<file path="config.mk">
export PLATFORM = sky130hd
export DESIGN_NAME = cssi_core
export DESIGN_NICKNAME = d
export VERILOG_FILES = /design/src/cssi_pkg.sv /design/src/cssi_core.sv
export SDC_FILE = /design/constraint.sdc
export NUM_CORES = 1
export LEC_CHECK = 0
export ABC_AREA = 1
export ABC_CLOCK_PERIOD_IN_PS = 3200
export BUFFER_PORTS_ARGS = -buffer_cell sky130_fd_sc_hd__buf_2
export CORE_UTILIZATION = 30
export DETAILED_ROUTE_END_ITERATION = 8
export REMOVE_ABC_BUFFERS = 1
export SLEW_MARGIN = 15
export SYNTH_ARGS = -nofsm -noshare
export SYNTH_HDL_FRONTEND = slang
export SYNTH_SLANG_ARGS = --single-unit
</file>
<file path="constraint.sdc">
create_clock -name ref_clk -period 3.2 [get_ports ref_clk]
set_input_delay 0.64 -clock ref_clk [delete_from_list [all_inputs] [get_ports ref_clk]]
set_output_delay 0.64 -clock ref_clk [all_outputs]
set_load 0.01 [all_outputs]
</file>
<file path="src/cssi_pkg.sv">
// Package for the core stack, status and interrupt block.
// Assumes a single 20 MHz clock and an asynchronous active-low reset.
package cssi_pkg;
  localparam int          CLK_MHZ        = 20;
  localparam logic [6:0]  ADDR_INDIRECT  = 7'h00;
  localparam logic [6:0]  ADDR_POINTER   = 7'h01;
  localparam logic [6:0]  ADDR_WORK      = 7'h05;
  localparam logic [6:0]  ADDR_PCL       = 7'h06;
  localparam logic [6:0]  ADDR_LOOKUP    = 7'h07;
  localparam logic [6:0]  ADDR_LOOKUPHI  = 7'h08;
  localparam logic [6:0]  ADDR_FLAGS     = 7'h0A;
  localparam logic [6:0]  ADDR_INTCTL    = 7'h0B;
  localparam logic [6:0]  ADDR_GP_FIRST  = 7'h40;
  localparam int          STACK_DEPTH    = 2;
  localparam int          BIT_CARRY      = 0;
  localparam int          BIT_NIBBLE     = 1;
  localparam int          BIT_ZERO       = 2;
  localparam int          BIT_WRAP       = 3;
  localparam int          BIT_HALTED     = 4;
  localparam int          BIT_WDOG       = 5;
  localparam int          BIT_GIE        = 0;
  localparam int          BIT_EIE        = 1;
  localparam int          BIT_TIE        = 2;
  localparam int          BIT_EIF        = 4;
  localparam int          BIT_TIF        = 5;
  localparam logic [7:0]  FLAGS_SW_MASK  = 8'h0F;
  localparam logic [7:0]  INTCTL_MASK    = 8'h37;
  localparam logic [9:0]  VEC_EXT        = 10'h004;
  localparam logic [9:0]  VEC_TIMER      = 10'h008;
  localparam logic [7:0]  RESET_BYTE     = 8'h00;
  localparam logic [9:0]  RESET_PC       = 10'h000;

  // Arithmetic unit result bundle.
  typedef struct packed {
    logic       valid;
    logic       carryValid;
    logic       carry;
    logic       nibble;
    logic       wrap;
    logic [7:0] result;
  } cssi_alu_s;

  // Flow events reported by the sequencer at an instruction boundary.
  typedef struct packed {
    logic       boundary;
    logic       call;
    logic       ret;
    logic       retIrq;
    logic [9:0] nextPc;
  } cssi_flow_s;

  typedef enum logic [1:0] {
    CSSI_RUN    = 2'b00,
    CSSI_HALTED = 2'b01
  } cssi_state_e;
endpackage

</file>
<file path="src/cssi_core.sv">
// Stack, data-memory decode, status flags and interrupt entry of a small core.
// Assumes the instruction sequencer on the same clock drives flow and ALU events.
//
// Behaviour
// RULE_01: Two-entry return stack holds program counter only, hidden from software.
// RULE_02: Call or interrupt pushes program counter; returns restore it from stack.
// RULE_03: Reset points the stack index at the top of the stack.
// RULE_04: Full stack latches interrupt flag but delays service until a return.
// RULE_05: Call on full stack drops the oldest entry, keeping latest two.
// RULE_06: Addresses 40H to 7FH are 64 bytes of general storage.
// RULE_07: Unassigned addresses below 40H read as 00H.
// RULE_08: Working, flag and interrupt control registers sit at 05H, 0AH, 0BH.
// RULE_09: Location 00H accesses byte at pointer; self-pointing reads zero, ignores write.
// RULE_10: Pointer keeps low seven bits; bit 7 reads as one.
// RULE_11: Data bits are settable and clearable singly, directly or indirectly.
// RULE_12: Software writes to flags leave watchdog and halted flags unchanged.
// RULE_13: Bit 0 is carry out or no borrow, also updated by rotates.
// RULE_14: Bit 1 is low nibble carry or no high nibble borrow.
// RULE_15: Bit 2 is set when a result is zero.
// RULE_16: Bit 3 is carry into MSB exclusive-or carry out of MSB.
// RULE_17: Halted flag cleared by reset or watchdog clear, set by halt.
// RULE_18: Watchdog flag cleared by reset, clear or halt; set by time-out; 6,7 zero.
// RULE_19: Entries push only the program counter, never the flags.
// RULE_20: Servicing clears global enable; software may re-enable for nesting.
// RULE_21: Falling pin edge sets bit 4; service calls 04H, clearing flag and enable.
// RULE_22: External and timer interrupts both wake the halted core.
// RULE_23: Timer overflow sets bit 5; service calls 08H, clearing flag and enable.
// RULE_24: Interrupt return also sets global enable; plain return does not.
// RULE_25: Control bits 0,1,2 are global, external and timer enables.
// RULE_26: External interrupt wins over timer when both pend.
// RULE_27: Interrupts are taken only at instruction boundaries; the code also takes them out of the halted state with no boundary.
module cssi_core
  import cssi_pkg::*;
(
  input  wire logic       ref_clk,
  input  wire logic       resetn,
  input  wire logic       extIrqPin,
  input  wire logic       timerOverflow,
  input  wire logic       watchdogTimeout,
  input  wire logic       watchdogClearOp,
  input  wire logic       haltOp,
  input  wire cssi_flow_s flow,
  input  wire cssi_alu_s  alu,
  input  wire logic [6:0] memAddr,
  input  wire logic [7:0] memWdata,
  input  wire logic       memWrite,
  input  wire logic       memRead,
  input  wire logic       bitSetOp,
  input  wire logic       bitClearOp,
  input  wire logic [2:0] bitIndex,
  input  wire logic [7:0] lookupHighIn,
  output logic      [7:0] memRdata,
  output logic      [9:0] programCounter,
  output logic            irqTaken,
  output logic            halted,
  output logic            stackFull
);

  // Storage and visible registers.
  logic [7:0]  gpMem [64];
  logic [6:0]  indirectPointer;
  logic [7:0]  workingRegister;
  logic [7:0]  lookupPointer;
  logic [7:0]  flagRegister;
  logic [7:0]  interruptControl;
  logic [9:0]  stackMem [STACK_DEPTH];
  logic [1:0]  stackIndex;
  logic        pinSync1;
  logic        pinSync2;
  logic        pinPrev;
  cssi_state_e state;
  logic [6:0]  effAddr;
  logic        nullAccess;
  logic [7:0]  curByte;
  logic [7:0]  next_byte;
  logic        doWrite;
  logic        extFall;
  logic        extReq;
  logic        timReq;
  logic        takeIrq;
  logic [9:0]  irqVector;
  logic [7:0]  next_intCtl;
  logic        plainBoundary;

  // Resolves the effective address; 00H redirects through the pointer.
  function automatic logic [6:0] eff_addr(input logic [6:0] a, input logic [6:0] p);
    eff_addr = (a == ADDR_INDIRECT) ? p : a;
  endfunction

  assign effAddr    = eff_addr(memAddr, indirectPointer); // RULE_09
  assign nullAccess = (effAddr == ADDR_INDIRECT);         // RULE_09

  // Read decode of the data memory map.
  always_comb begin
    curByte = RESET_BYTE; // RULE_07
    if (effAddr >= ADDR_GP_FIRST) begin
      curByte = gpMem[effAddr[5:0]]; // RULE_06
    end else begin
      unique case (effAddr)
        ADDR_POINTER:  curByte = {1'b1, indirectPointer}; // RULE_10
        ADDR_WORK:     curByte = workingRegister;         // RULE_08
        ADDR_PCL:      curByte = programCounter[7:0];
        ADDR_LOOKUP:   curByte = lookupPointer;
        ADDR_LOOKUPHI: curByte = lookupHighIn;
        ADDR_FLAGS:    curByte = flagRegister;            // RULE_08
        ADDR_INTCTL:   curByte = interruptControl;        // RULE_08
        default:       curByte = RESET_BYTE;              // RULE_07
      endcase
    end
  end

  // Byte to store: plain write or single-bit modify of the current byte.
  always_comb begin
    next_byte = memWdata;
    if (bitSetOp) begin
      next_byte = curByte | (8'h01 << bitIndex);     // RULE_11
    end else if (bitClearOp) begin
      next_byte = curByte & ~(8'h01 << bitIndex);    // RULE_11
    end
  end

  // A self-pointing indirect write is dropped rather than hitting 00H.
  assign doWrite = (memWrite | bitSetOp | bitClearOp) & ~nullAccess; // RULE_09

  // Read data is registered, one cycle after the read strobe.
  always_ff @(posedge ref_clk or negedge resetn) begin
    if (!resetn) begin
      memRdata <= RESET_BYTE;
    end else if (memRead) begin
      memRdata <= nullAccess ? RESET_BYTE : curByte; // RULE_09
    end
  end

  // General-purpose storage has no reset, like real RAM.
  always_ff @(posedge ref_clk) begin
    if (doWrite && effAddr >= ADDR_GP_FIRST) begin
      gpMem[effAddr[5:0]] <= next_byte; // RULE_06
    end
  end

  // Pointer, accumulator and table pointer.
  always_ff @(posedge ref_clk or negedge resetn) begin
    if (!resetn) begin
      indirectPointer <= 7'h00;
      workingRegister <= RESET_BYTE;
      lookupPointer   <= RESET_BYTE;
    end else if (doWrite) begin
      if (effAddr == ADDR_POINTER) indirectPointer <= next_byte[6:0]; // RULE_10
      if (effAddr == ADDR_WORK)    workingRegister <= next_byte;
      if (effAddr == ADDR_LOOKUP)  lookupPointer   <= next_byte;
    end
  end

  // Flags: ALU results override software; top two flags only by events.
  always_ff @(posedge ref_clk or negedge resetn) begin
    if (!resetn) begin
      flagRegister <= RESET_BYTE; // RULE_17 RULE_18
    end else begin
      if (doWrite && effAddr == ADDR_FLAGS) begin
        flagRegister[3:0] <= next_byte[3:0]; // RULE_12
      end
      if (alu.valid) begin
        flagRegister[BIT_ZERO] <= (alu.result == RESET_BYTE); // RULE_15
        if (alu.carryValid) begin
          flagRegister[BIT_CARRY]  <= alu.carry;  // RULE_13
          flagRegister[BIT_NIBBLE] <= alu.nibble; // RULE_14
          flagRegister[BIT_WRAP]   <= alu.wrap;   // RULE_16
        end
      end
      if (watchdogClearOp) begin
        flagRegister[BIT_HALTED] <= 1'b0; // RULE_17
        flagRegister[BIT_WDOG]   <= 1'b0; // RULE_18
      end else if (haltOp) begin
        flagRegister[BIT_HALTED] <= 1'b1; // RULE_17
        flagRegister[BIT_WDOG]   <= 1'b0; // RULE_18
      end
      if (watchdogTimeout) flagRegister[BIT_WDOG] <= 1'b1; // RULE_18
      flagRegister[7:6] <= 2'b00; // RULE_18
    end
  end

  // Two-flop synchroniser, then an edge detector on the clean copy.
  // All three reset to the idle high level, so leaving reset cannot fake an edge.
  always_ff @(posedge ref_clk or negedge resetn) begin
    if (!resetn) begin
      pinSync1 <= 1'b1;
      pinSync2 <= 1'b1;
      pinPrev  <= 1'b1;
    end else begin
      pinSync1 <= extIrqPin;
      pinSync2 <= pinSync1;
      pinPrev  <= pinSync2;
    end
  end
  assign extFall = pinPrev & ~pinSync2; // RULE_21

  // A boundary that itself calls or returns is not an entry point: its resume
  // address is not known here, so service waits for the next plain boundary.
  assign plainBoundary = flow.boundary & ~flow.call & ~flow.ret & ~flow.retIrq; // RULE_27

  // Pending requests; the stack-full term holds service off.
  assign extReq  = interruptControl[BIT_GIE] & interruptControl[BIT_EIE]
                 & interruptControl[BIT_EIF];
  assign timReq  = interruptControl[BIT_GIE] & interruptControl[BIT_TIE]
                 & interruptControl[BIT_TIF];
  assign takeIrq = (plainBoundary | (state == CSSI_HALTED)) & (extReq | timReq)
                 & ~stackFull; // RULE_04 RULE_27 RULE_22
  assign irqVector = extReq ? VEC_EXT : VEC_TIMER; // RULE_26
  assign irqTaken  = takeIrq;

  // Next interrupt control: software write, then service or return, and the
  // hardware request flags last, so that a set wins over any software clear.
  always_comb begin
    next_intCtl = interruptControl;
    if (doWrite && effAddr == ADDR_INTCTL) begin
      next_intCtl = next_byte & INTCTL_MASK; // RULE_25
    end
    if (takeIrq) begin
      next_intCtl[BIT_GIE] = 1'b0;             // RULE_20
      if (extReq) next_intCtl[BIT_EIF] = 1'b0; // RULE_21 RULE_26
      else        next_intCtl[BIT_TIF] = 1'b0; // RULE_23
    end else if (flow.boundary && flow.retIrq) begin
      next_intCtl[BIT_GIE] = 1'b1;             // RULE_24
    end
    if (extFall)       next_intCtl[BIT_EIF] = 1'b1; // RULE_21
    if (timerOverflow) next_intCtl[BIT_TIF] = 1'b1; // RULE_23
  end

  // Interrupt control register.
  always_ff @(posedge ref_clk or negedge resetn) begin
    if (!resetn) begin
      interruptControl <= RESET_BYTE;
    end else begin
      interruptControl <= next_intCtl;
    end
  end

  // Run or halted; an enabled pending interrupt wakes the core unless the stack is full.
  always_ff @(posedge ref_clk or negedge resetn) begin
    if (!resetn) begin
      state <= CSSI_RUN;
    end else begin
      unique case (state)
        CSSI_RUN:    if (haltOp) state <= CSSI_HALTED;
        CSSI_HALTED: if (takeIrq || watchdogTimeout) state <= CSSI_RUN; // RULE_22
        default:     state <= CSSI_RUN;
      endcase
    end
  end
  assign halted = (state == CSSI_HALTED);

  // Return stack: index counts used entries, starting empty at the top.
  // Only the program counter is saved; flags must be saved by software.
  // An overflowing call shifts rather than stalls; deep nesting loses the oldest return.
  assign stackFull = (stackIndex == 2'(STACK_DEPTH)); // RULE_04
  always_ff @(posedge ref_clk or negedge resetn) begin
    if (!resetn) begin
      stackIndex     <= 2'b00; // RULE_03
      stackMem[0]    <= RESET_PC;
      stackMem[1]    <= RESET_PC;
      programCounter <= RESET_PC;
    end else if (takeIrq) begin
      stackMem[stackIndex[0]] <= flow.boundary ? flow.nextPc : programCounter; // RULE_02 RULE_19
      stackIndex     <= stackIndex + 2'b01;
      programCounter <= irqVector;                                 // RULE_21 RULE_23
    end else if (flow.boundary && flow.call) begin
      if (stackFull) begin
        stackMem[0] <= stackMem[1];                                // RULE_05
        stackMem[1] <= programCounter;                             // RULE_05
      end else begin
        stackMem[stackIndex[0]] <= programCounter;                 // RULE_02 RULE_19
        stackIndex <= stackIndex + 2'b01;
      end
      programCounter <= flow.nextPc;
    end else if (flow.boundary && (flow.ret || flow.retIrq) && stackIndex != 2'b00) begin
      programCounter <= stackMem[stackIndex[0] ^ 1'b1];            // RULE_02 RULE_24
      stackIndex     <= stackIndex - 2'b01;                        // RULE_04
    end else if (flow.boundary) begin
      programCounter <= flow.nextPc;
    end
  end
endmodule

</file>
==> results_dict.tcl, run 1 <==
set metrics [dict create \
    layout_min_cycle_time_ps 3120 \
    grt.met1_usage_pct 25.3 \
    nets 3000 \
    yosysWarnings 0 \
    vias_per_cell 4.85 \
    synth-edff-count 512 \
    synth_fa_ha_area_share_pct 0.195 \
    worst_slew_margin_rel_pct 31.7 \
    max_slew.worst_pin.slew_ps 1030 \
    fp.dieH_um 295 \
    ys_ff_latch 590 \
    numCtsBuffers 66 \
    detail-route-antenna-nets 0 \
    p_total_w 0.0192 \
    vias 19940 \
    ir_drop_mv 0.503 \
    synthFlopType "edfxtp_1" \
    ys_seq_area_share_pct 67.4 \
    grt_pass1_wl_mm 121 \
    clk_pin_slew_worst_paths_ps 60 \
    maxCapViolCount 0 \
    status "finished clean" \
    yosys.area_share.simple_pct 24.7 \
    hold_path_class "primary input to flip-flop" \
    dpl_cell_area_um2 29700 \
    fin_crit_sh_pct 97.6 \
    final-hold-violation-count 0 \
    fmax_mhz 320 \
    overflow 0 \
    track_usage_pct 18.6 \
    netlist_area_um2 25700 \
    crit_path_cell_trace "buf_2 -> nor2_2 -> nand2_2 -> buf_4 -> o21ai_4 -> nand2_4 -> buf_12 -> clkbuf_16 -> nand2_1 -> nand2_1 -> nand2_1 -> nand2_1 -> nand2_1 -> nand3_2 -> o21bai_1 -> nand2_1 -> o21ai_4 -> nand2_2 -> a21oi_4 -> nand2_4 -> buf_12" \
    numClockSinks 590 \
    drtIter0Drc 1755 \
    finalSetupViolCount 0 \
    crit_slowest_cell "o21ai_4" \
    path_common_cell "nand2_1" \
    grt_pass1_vias 19621 \
    remaining_drc_errors 0 \
    ios 85 \
    syn_inst 2579 \
    fp.dieW_um 295 \
    slowest_delay_ps 230 \
    drive_above_1_share_pct 19.2 \
    synthToLayoutAreaGrowth_pct 25.6 \
    ys_types 48 \
    antenna_found_initial 2 \
    rsz0062_at_grt "true" \
    dieArea_um2 86900 \
    p_leak_nw 13.5 \
    finalWirelength_mm 82.0 \
    diodes 0 \
    syn_area_per_cell_um2 9.97 \
    cts_buffer_depth 3 \
    holdBufCountCts 0 \
    met3_usage_pct 3.67 \
    layout_common_cells "1,237 x nand2_1, 512 x edfxtp_1, 251 x buf_4" \
    crit_family "simple AND/OR/NAND/NOR gates" \
    io_buffers 84 \
    htree_levels 3 \
    endpoint_kind "flip-flop" \
    post-dp-hpwl_mm 53.0 \
    cts_tree "built" \
    critPathRequiredTime_ps 3530 \
    dr.pass1.iters 5 \
    root_buffer "clkbuf_16" \
    wl_per_cell_um 19.9 \
    grt_max_degree 79 \
    worst-path-max-fanout 29 \
    power.density_nw_per_um2 595 \
    busiest_layer "met2" \
    place.gp.congestion 0.919 \
    core_um2 84200 \
    rows 106 \
    finClkSkew_ps 21.4 \
    synth_mux_area_share_pct 0.350 \
    ys_async_sr_fraction_pct 13.2 \
    slew_viol_final 0 \
    design_area_um2 32300 \
    arrival_ps 3460 \
    critical_path_buf_inv_count 5 \
    use_met2_pct 28.7 \
    critical_path_class "primary input to flip-flop" \
    synth_compound_area_share_pct 3.75 \
    start_kind "primary input" \
    clkLatencyLatePin_ps 610 \
    synth_top_family_by_area "simple AND/OR/NAND/NOR gates" \
    final_common_cell "nand2_1" \
    start_util_pct 30.5 \
    synth_xor_area_share_pct 0.0681 \
]
Yosys cell counts, types with 3 or more instances:
master,instances,share of area [%]
inv_2,6,0.088
nand3_1,109,2.1
dfstp_2,3,0.31
mux2_2,8,0.35
inv_1,94,1.4
edfxtp_1,512,60
clkbuf_1,55,0.80
nor2_2,9,0.22
a22oi_1,4,0.12
buf_2,28,0.55
buf_6,4,0.18
a21oi_2,4,0.14
nor2_1,163,2.4
a21oi_1,49,0.95
o2111ai_1,4,0.14
dfrtp_1,75,7.3
nand2_2,7,0.17
o21ai_1,8,0.16
ha_1,4,0.19
nor3_1,11,0.21
o22ai_1,12,0.29
buf_1,8,0.12
nand4_1,31,0.75
buf_4,13,0.38
a31oi_1,13,0.32
o21ai_0,59,1.1
nand2_4,3,0.13
nand2_1,1256,18
flip-flops by register name, summed over array words and instances (netlist names), 5 cells and up:
register and flops:
memRdata 8, stackMem 20, programCounter 10, interruptControl 5
indirectPointer 7, lookupPointer 8, flagRegister 6, gpMem 512
workingRegister 8
cells by family (layout without fill, tap and decap cells):
family	after synthesis	after routing
compound gates	167	167
xor+xnor	2	2
fa+ha+maj	4	4
buf+inv	209	611
flops	590	590
mux	8	8
simple gates	1599	1599
layout make-up:
type	count	area (um2)
clock buffer	84	1810
clock inverter	33	264
fill	8138	51900
inverter	101	379
multi-input combinational	1780	7660
sequential	590	17300
tap	1134	1420
timing repair buffer	393	3420
stage by stage:
step / TNS (ps) / hold slack (ps) / setup WS, ps / std cells / utilization, %
floorplan: -1516640 / 344 / -2320 / 2471 / -
global placement: -538040 / 357 / -756 / 3984 / 35.3
detailed placement: -531420 / 357 / -785 / 3984 / 35.3
CTS: 0 / 103 / 2.32 / 4104 / 37.9
global route: -648 / 121 / -21.6 / 4115 / 38.3
finish: 0 / 130 / 77.5 / 4115 / 38.3
power breakdown:
group,switching (W),total (W),internal [W],leakage (nW)
Combinational,0.00186,0.00283,0.000971,6.85
Clock,0.00308,0.00740,0.00432,1.02
Sequential,0.000171,0.00899,0.00882,5.59
worst paths after layout:
kind	depth (start not counted)	start	end	slack, ps
max in group asynchronous	1	resetn	flagRegister[3]	2320
min in group asynchronous	1	resetn	programCounter[5]	220
min reg2reg	0	pinSync2	pinPrev	360
max	21	memAddr[4]	gpMem[6][5]	80
max reg2reg	21	indirectPointer[0]	flagRegister[0]	120
min	1	extIrqPin	pinSync1	130
layer usage:
| metal | part of all wire [%] | routed length, um | up-vias |
|---|---|---|---|
| met2 | 45 | 36800 | 838 |
| met5 | 0.016 | 13 | - |
| li1 | - | - | 9278 |
| met4 | 3.9 | 3220 | 2 |
| met3 | 8.7 | 7120 | 182 |
| met1 | 43 | 34900 | 9640 |
repair_timing:
item,in CTS,in global routing
gates cloned,2,9
gates resized for setup,7,56
setup buffers,1,3
pin swaps,3,16
endpoints found under the setup margin,200,486
No activity file was read; power rests on OpenSTA's default activity.
==> run 2, diff against run 1 <==
--- a/config.mk
+++ b/config.mk
@@ -8,8 +8,9 @@
 export ABC_AREA = 1
 export ABC_CLOCK_PERIOD_IN_PS = 3200
 export BUFFER_PORTS_ARGS = -buffer_cell sky130_fd_sc_hd__buf_2
-export CORE_UTILIZATION = 30
+export CORE_UTILIZATION = 56
 export DETAILED_ROUTE_END_ITERATION = 8
+export PLACE_DENSITY = 0.76
 export REMOVE_ABC_BUFFERS = 1
 export SLEW_MARGIN = 15
 export SYNTH_ARGS = -nofsm -noshare
==> run 2 against run 1 <==
Effect of this change:
- via count is 0.29% higher
- critical path type is now flip-flop to flip-flop
- fmax is 0.59% lower
- highest routed layer is now met4
- critical endpoint is now gpMem[27][2]
- cell count fell by 14%
==> results_dict.tcl, run 2 (synthesis gave the netlist of run 1 again) <==
set metrics [dict create \
    detail-route-antenna-nets 0 \
    rsz0062_at_grt "true" \
    largest_reg_flops 512 \
    post-dp-hpwl_mm 48.6 \
    diodes 0 \
    grt_pass1_wl_mm 111 \
    hold_ws_ps 125 \
    setup_tns_ps 0 \
    worst-path-max-fanout 31 \
    place.gp.congestion 0.954 \
    fmax_mhz 318 \
    dp_cells 3424 \
    final-hold-violation-count 0 \
    holdBufCountCts 0 \
    numClockSinks 590 \
    grt_max_degree 79 \
    core_um2 45300 \
    layout_common_cells "1,251 x nand2_1, 512 x edfxtp_1, 235 x buf_4" \
    antenna_found_initial 0 \
    nFillCells 3424 \
    fin_crit_sh_pct 98.2 \
    met3_usage_pct 5.59 \
    track_usage_pct 31.6 \
    power.density_nw_per_um2 584 \
    ir_drop_mv 0.730 \
    vias 19998 \
    finalWirelength_mm 73.0 \
    busiest_layer "met2" \
    start_kind "flip-flop" \
    stdcell_count 3529 \
    dieArea_um2 46800 \
    synthToLayoutAreaGrowth_pct 19.1 \
    nets 2952 \
    rows 78 \
    ios 85 \
    grt.met1_usage_pct 43.1 \
    arrival_ps 3470 \
    seqCellArea_um2 17300 \
    drtIter0Drc 2242 \
    fp.dieW_um 216 \
    clk_pin_slew_worst_paths_ps 60 \
    fp.dieH_um 216 \
    cts_tree "built" \
    status "finished clean" \
    clkLatencyLatePin_ps 610 \
    final_common_cell "nand2_1" \
    wl_per_cell_um 20.7 \
    hold_path_class "primary input to flip-flop" \
    io_buffers 84 \
    start_util_pct 56.8 \
    htree_levels 2 \
    finClkSkew_ps 16.9 \
    worst_slew_margin_rel_pct 32.2 \
    p_leak_nw 13.0 \
    cts_buffer_depth 3 \
    endpoint_kind "flip-flop" \
    grt_pass1_vias 19492 \
    finalSetupViolCount 0 \
    max_slew.worst_pin.slew_ps 1020 \
    slew_viol_final 0 \
    dr.pass1.iters 5 \
    critical_path_class "flip-flop to flip-flop" \
    critPathRequiredTime_ps 3530 \
    root_buffer "clkbuf_16" \
    remaining_drc_errors 0 \
    vias_per_cell 5.67 \
    maxCapViolCount 0 \
    drive_above_1_share_pct 16.9 \
    multiInputGateArea_um2 7530 \
    layout_min_cycle_time_ps 3140 \
    numCtsBuffers 56 \
    overflow 0 \
    use_met2_pct 50.1 \
]
-- run 2: final cells by class --
type                    count  area share, %
flip-flops and latches    590           56.6
multi-input cells        1780           24.6
repair buffers            355           9.55
clock buffers              74           4.89
well taps                 600           2.45
inverters                 101           1.24
clock inverters            29          0.670
-- run 2: stage by stage --
step           util [%]  power [W]  cell area (um2)  setup WS, ps
2_1_floorplan         -     0.0105            25200         -2320
3_3_place_gp       63.7     0.0116            28900          -578
3_5_place_dp       63.7     0.0117            28900          -562
4_1_cts            67.5     0.0179            30600          58.7
5_1_grt            67.6     0.0185            30600         -36.9
6_report           67.6     0.0179            30600          59.0
-- run 2: timing repair --
action | in CTS | in global routing
endpoints found under the setup margin | 0 | 380
buffers inserted | 0 | 1
resized for setup | 0 | 10
-- run 2: final timing paths --
path                                    start                 end  slack [ps]  cells after the start
min in group asynchronous              resetn   programCounter[1]         200                      1
max                        indirectPointer[0]        gpMem[27][2]          60                     18
min reg2reg                          pinSync1            pinSync2         360                      0
max reg2reg                indirectPointer[0]        gpMem[27][2]          60                     18
min                                 extIrqPin            pinSync1         120                      1
max in group asynchronous              resetn  indirectPointer[0]        2280                      1
-- run 2: where the power goes --
group,switching (W),internal (W)
registers,0.000192,0.00882
clock network,0.00278,0.00345
logic,0.00176,0.000880
total,0.00474,0.0131
-- run 2: routing by layer --
layer / vias to the layer above / wire [um]
met5: - / 0
met4: 0 / 3130
met3: 205 / 7050
met2: 1083 / 34000
met1: 9548 / 28800
li1: 9162 / -
-- run 2: critical path, stage by stage, from the launching register on --
cell,delay [ps]
dfrtp_2,450
inv_1,150
nand3_2,130
nand2_4,160
nor2_4,70
buf_12,180
nand2_1,80
nand2_1,50
o21ai_0,230
nand2_1,90
nor2_1,220
nor2_1,70
nor2_1,200
nand2_1,110
nand2_1,120
nand2_1,90
nand2_1,90
nand3_2,140
buf_12,200
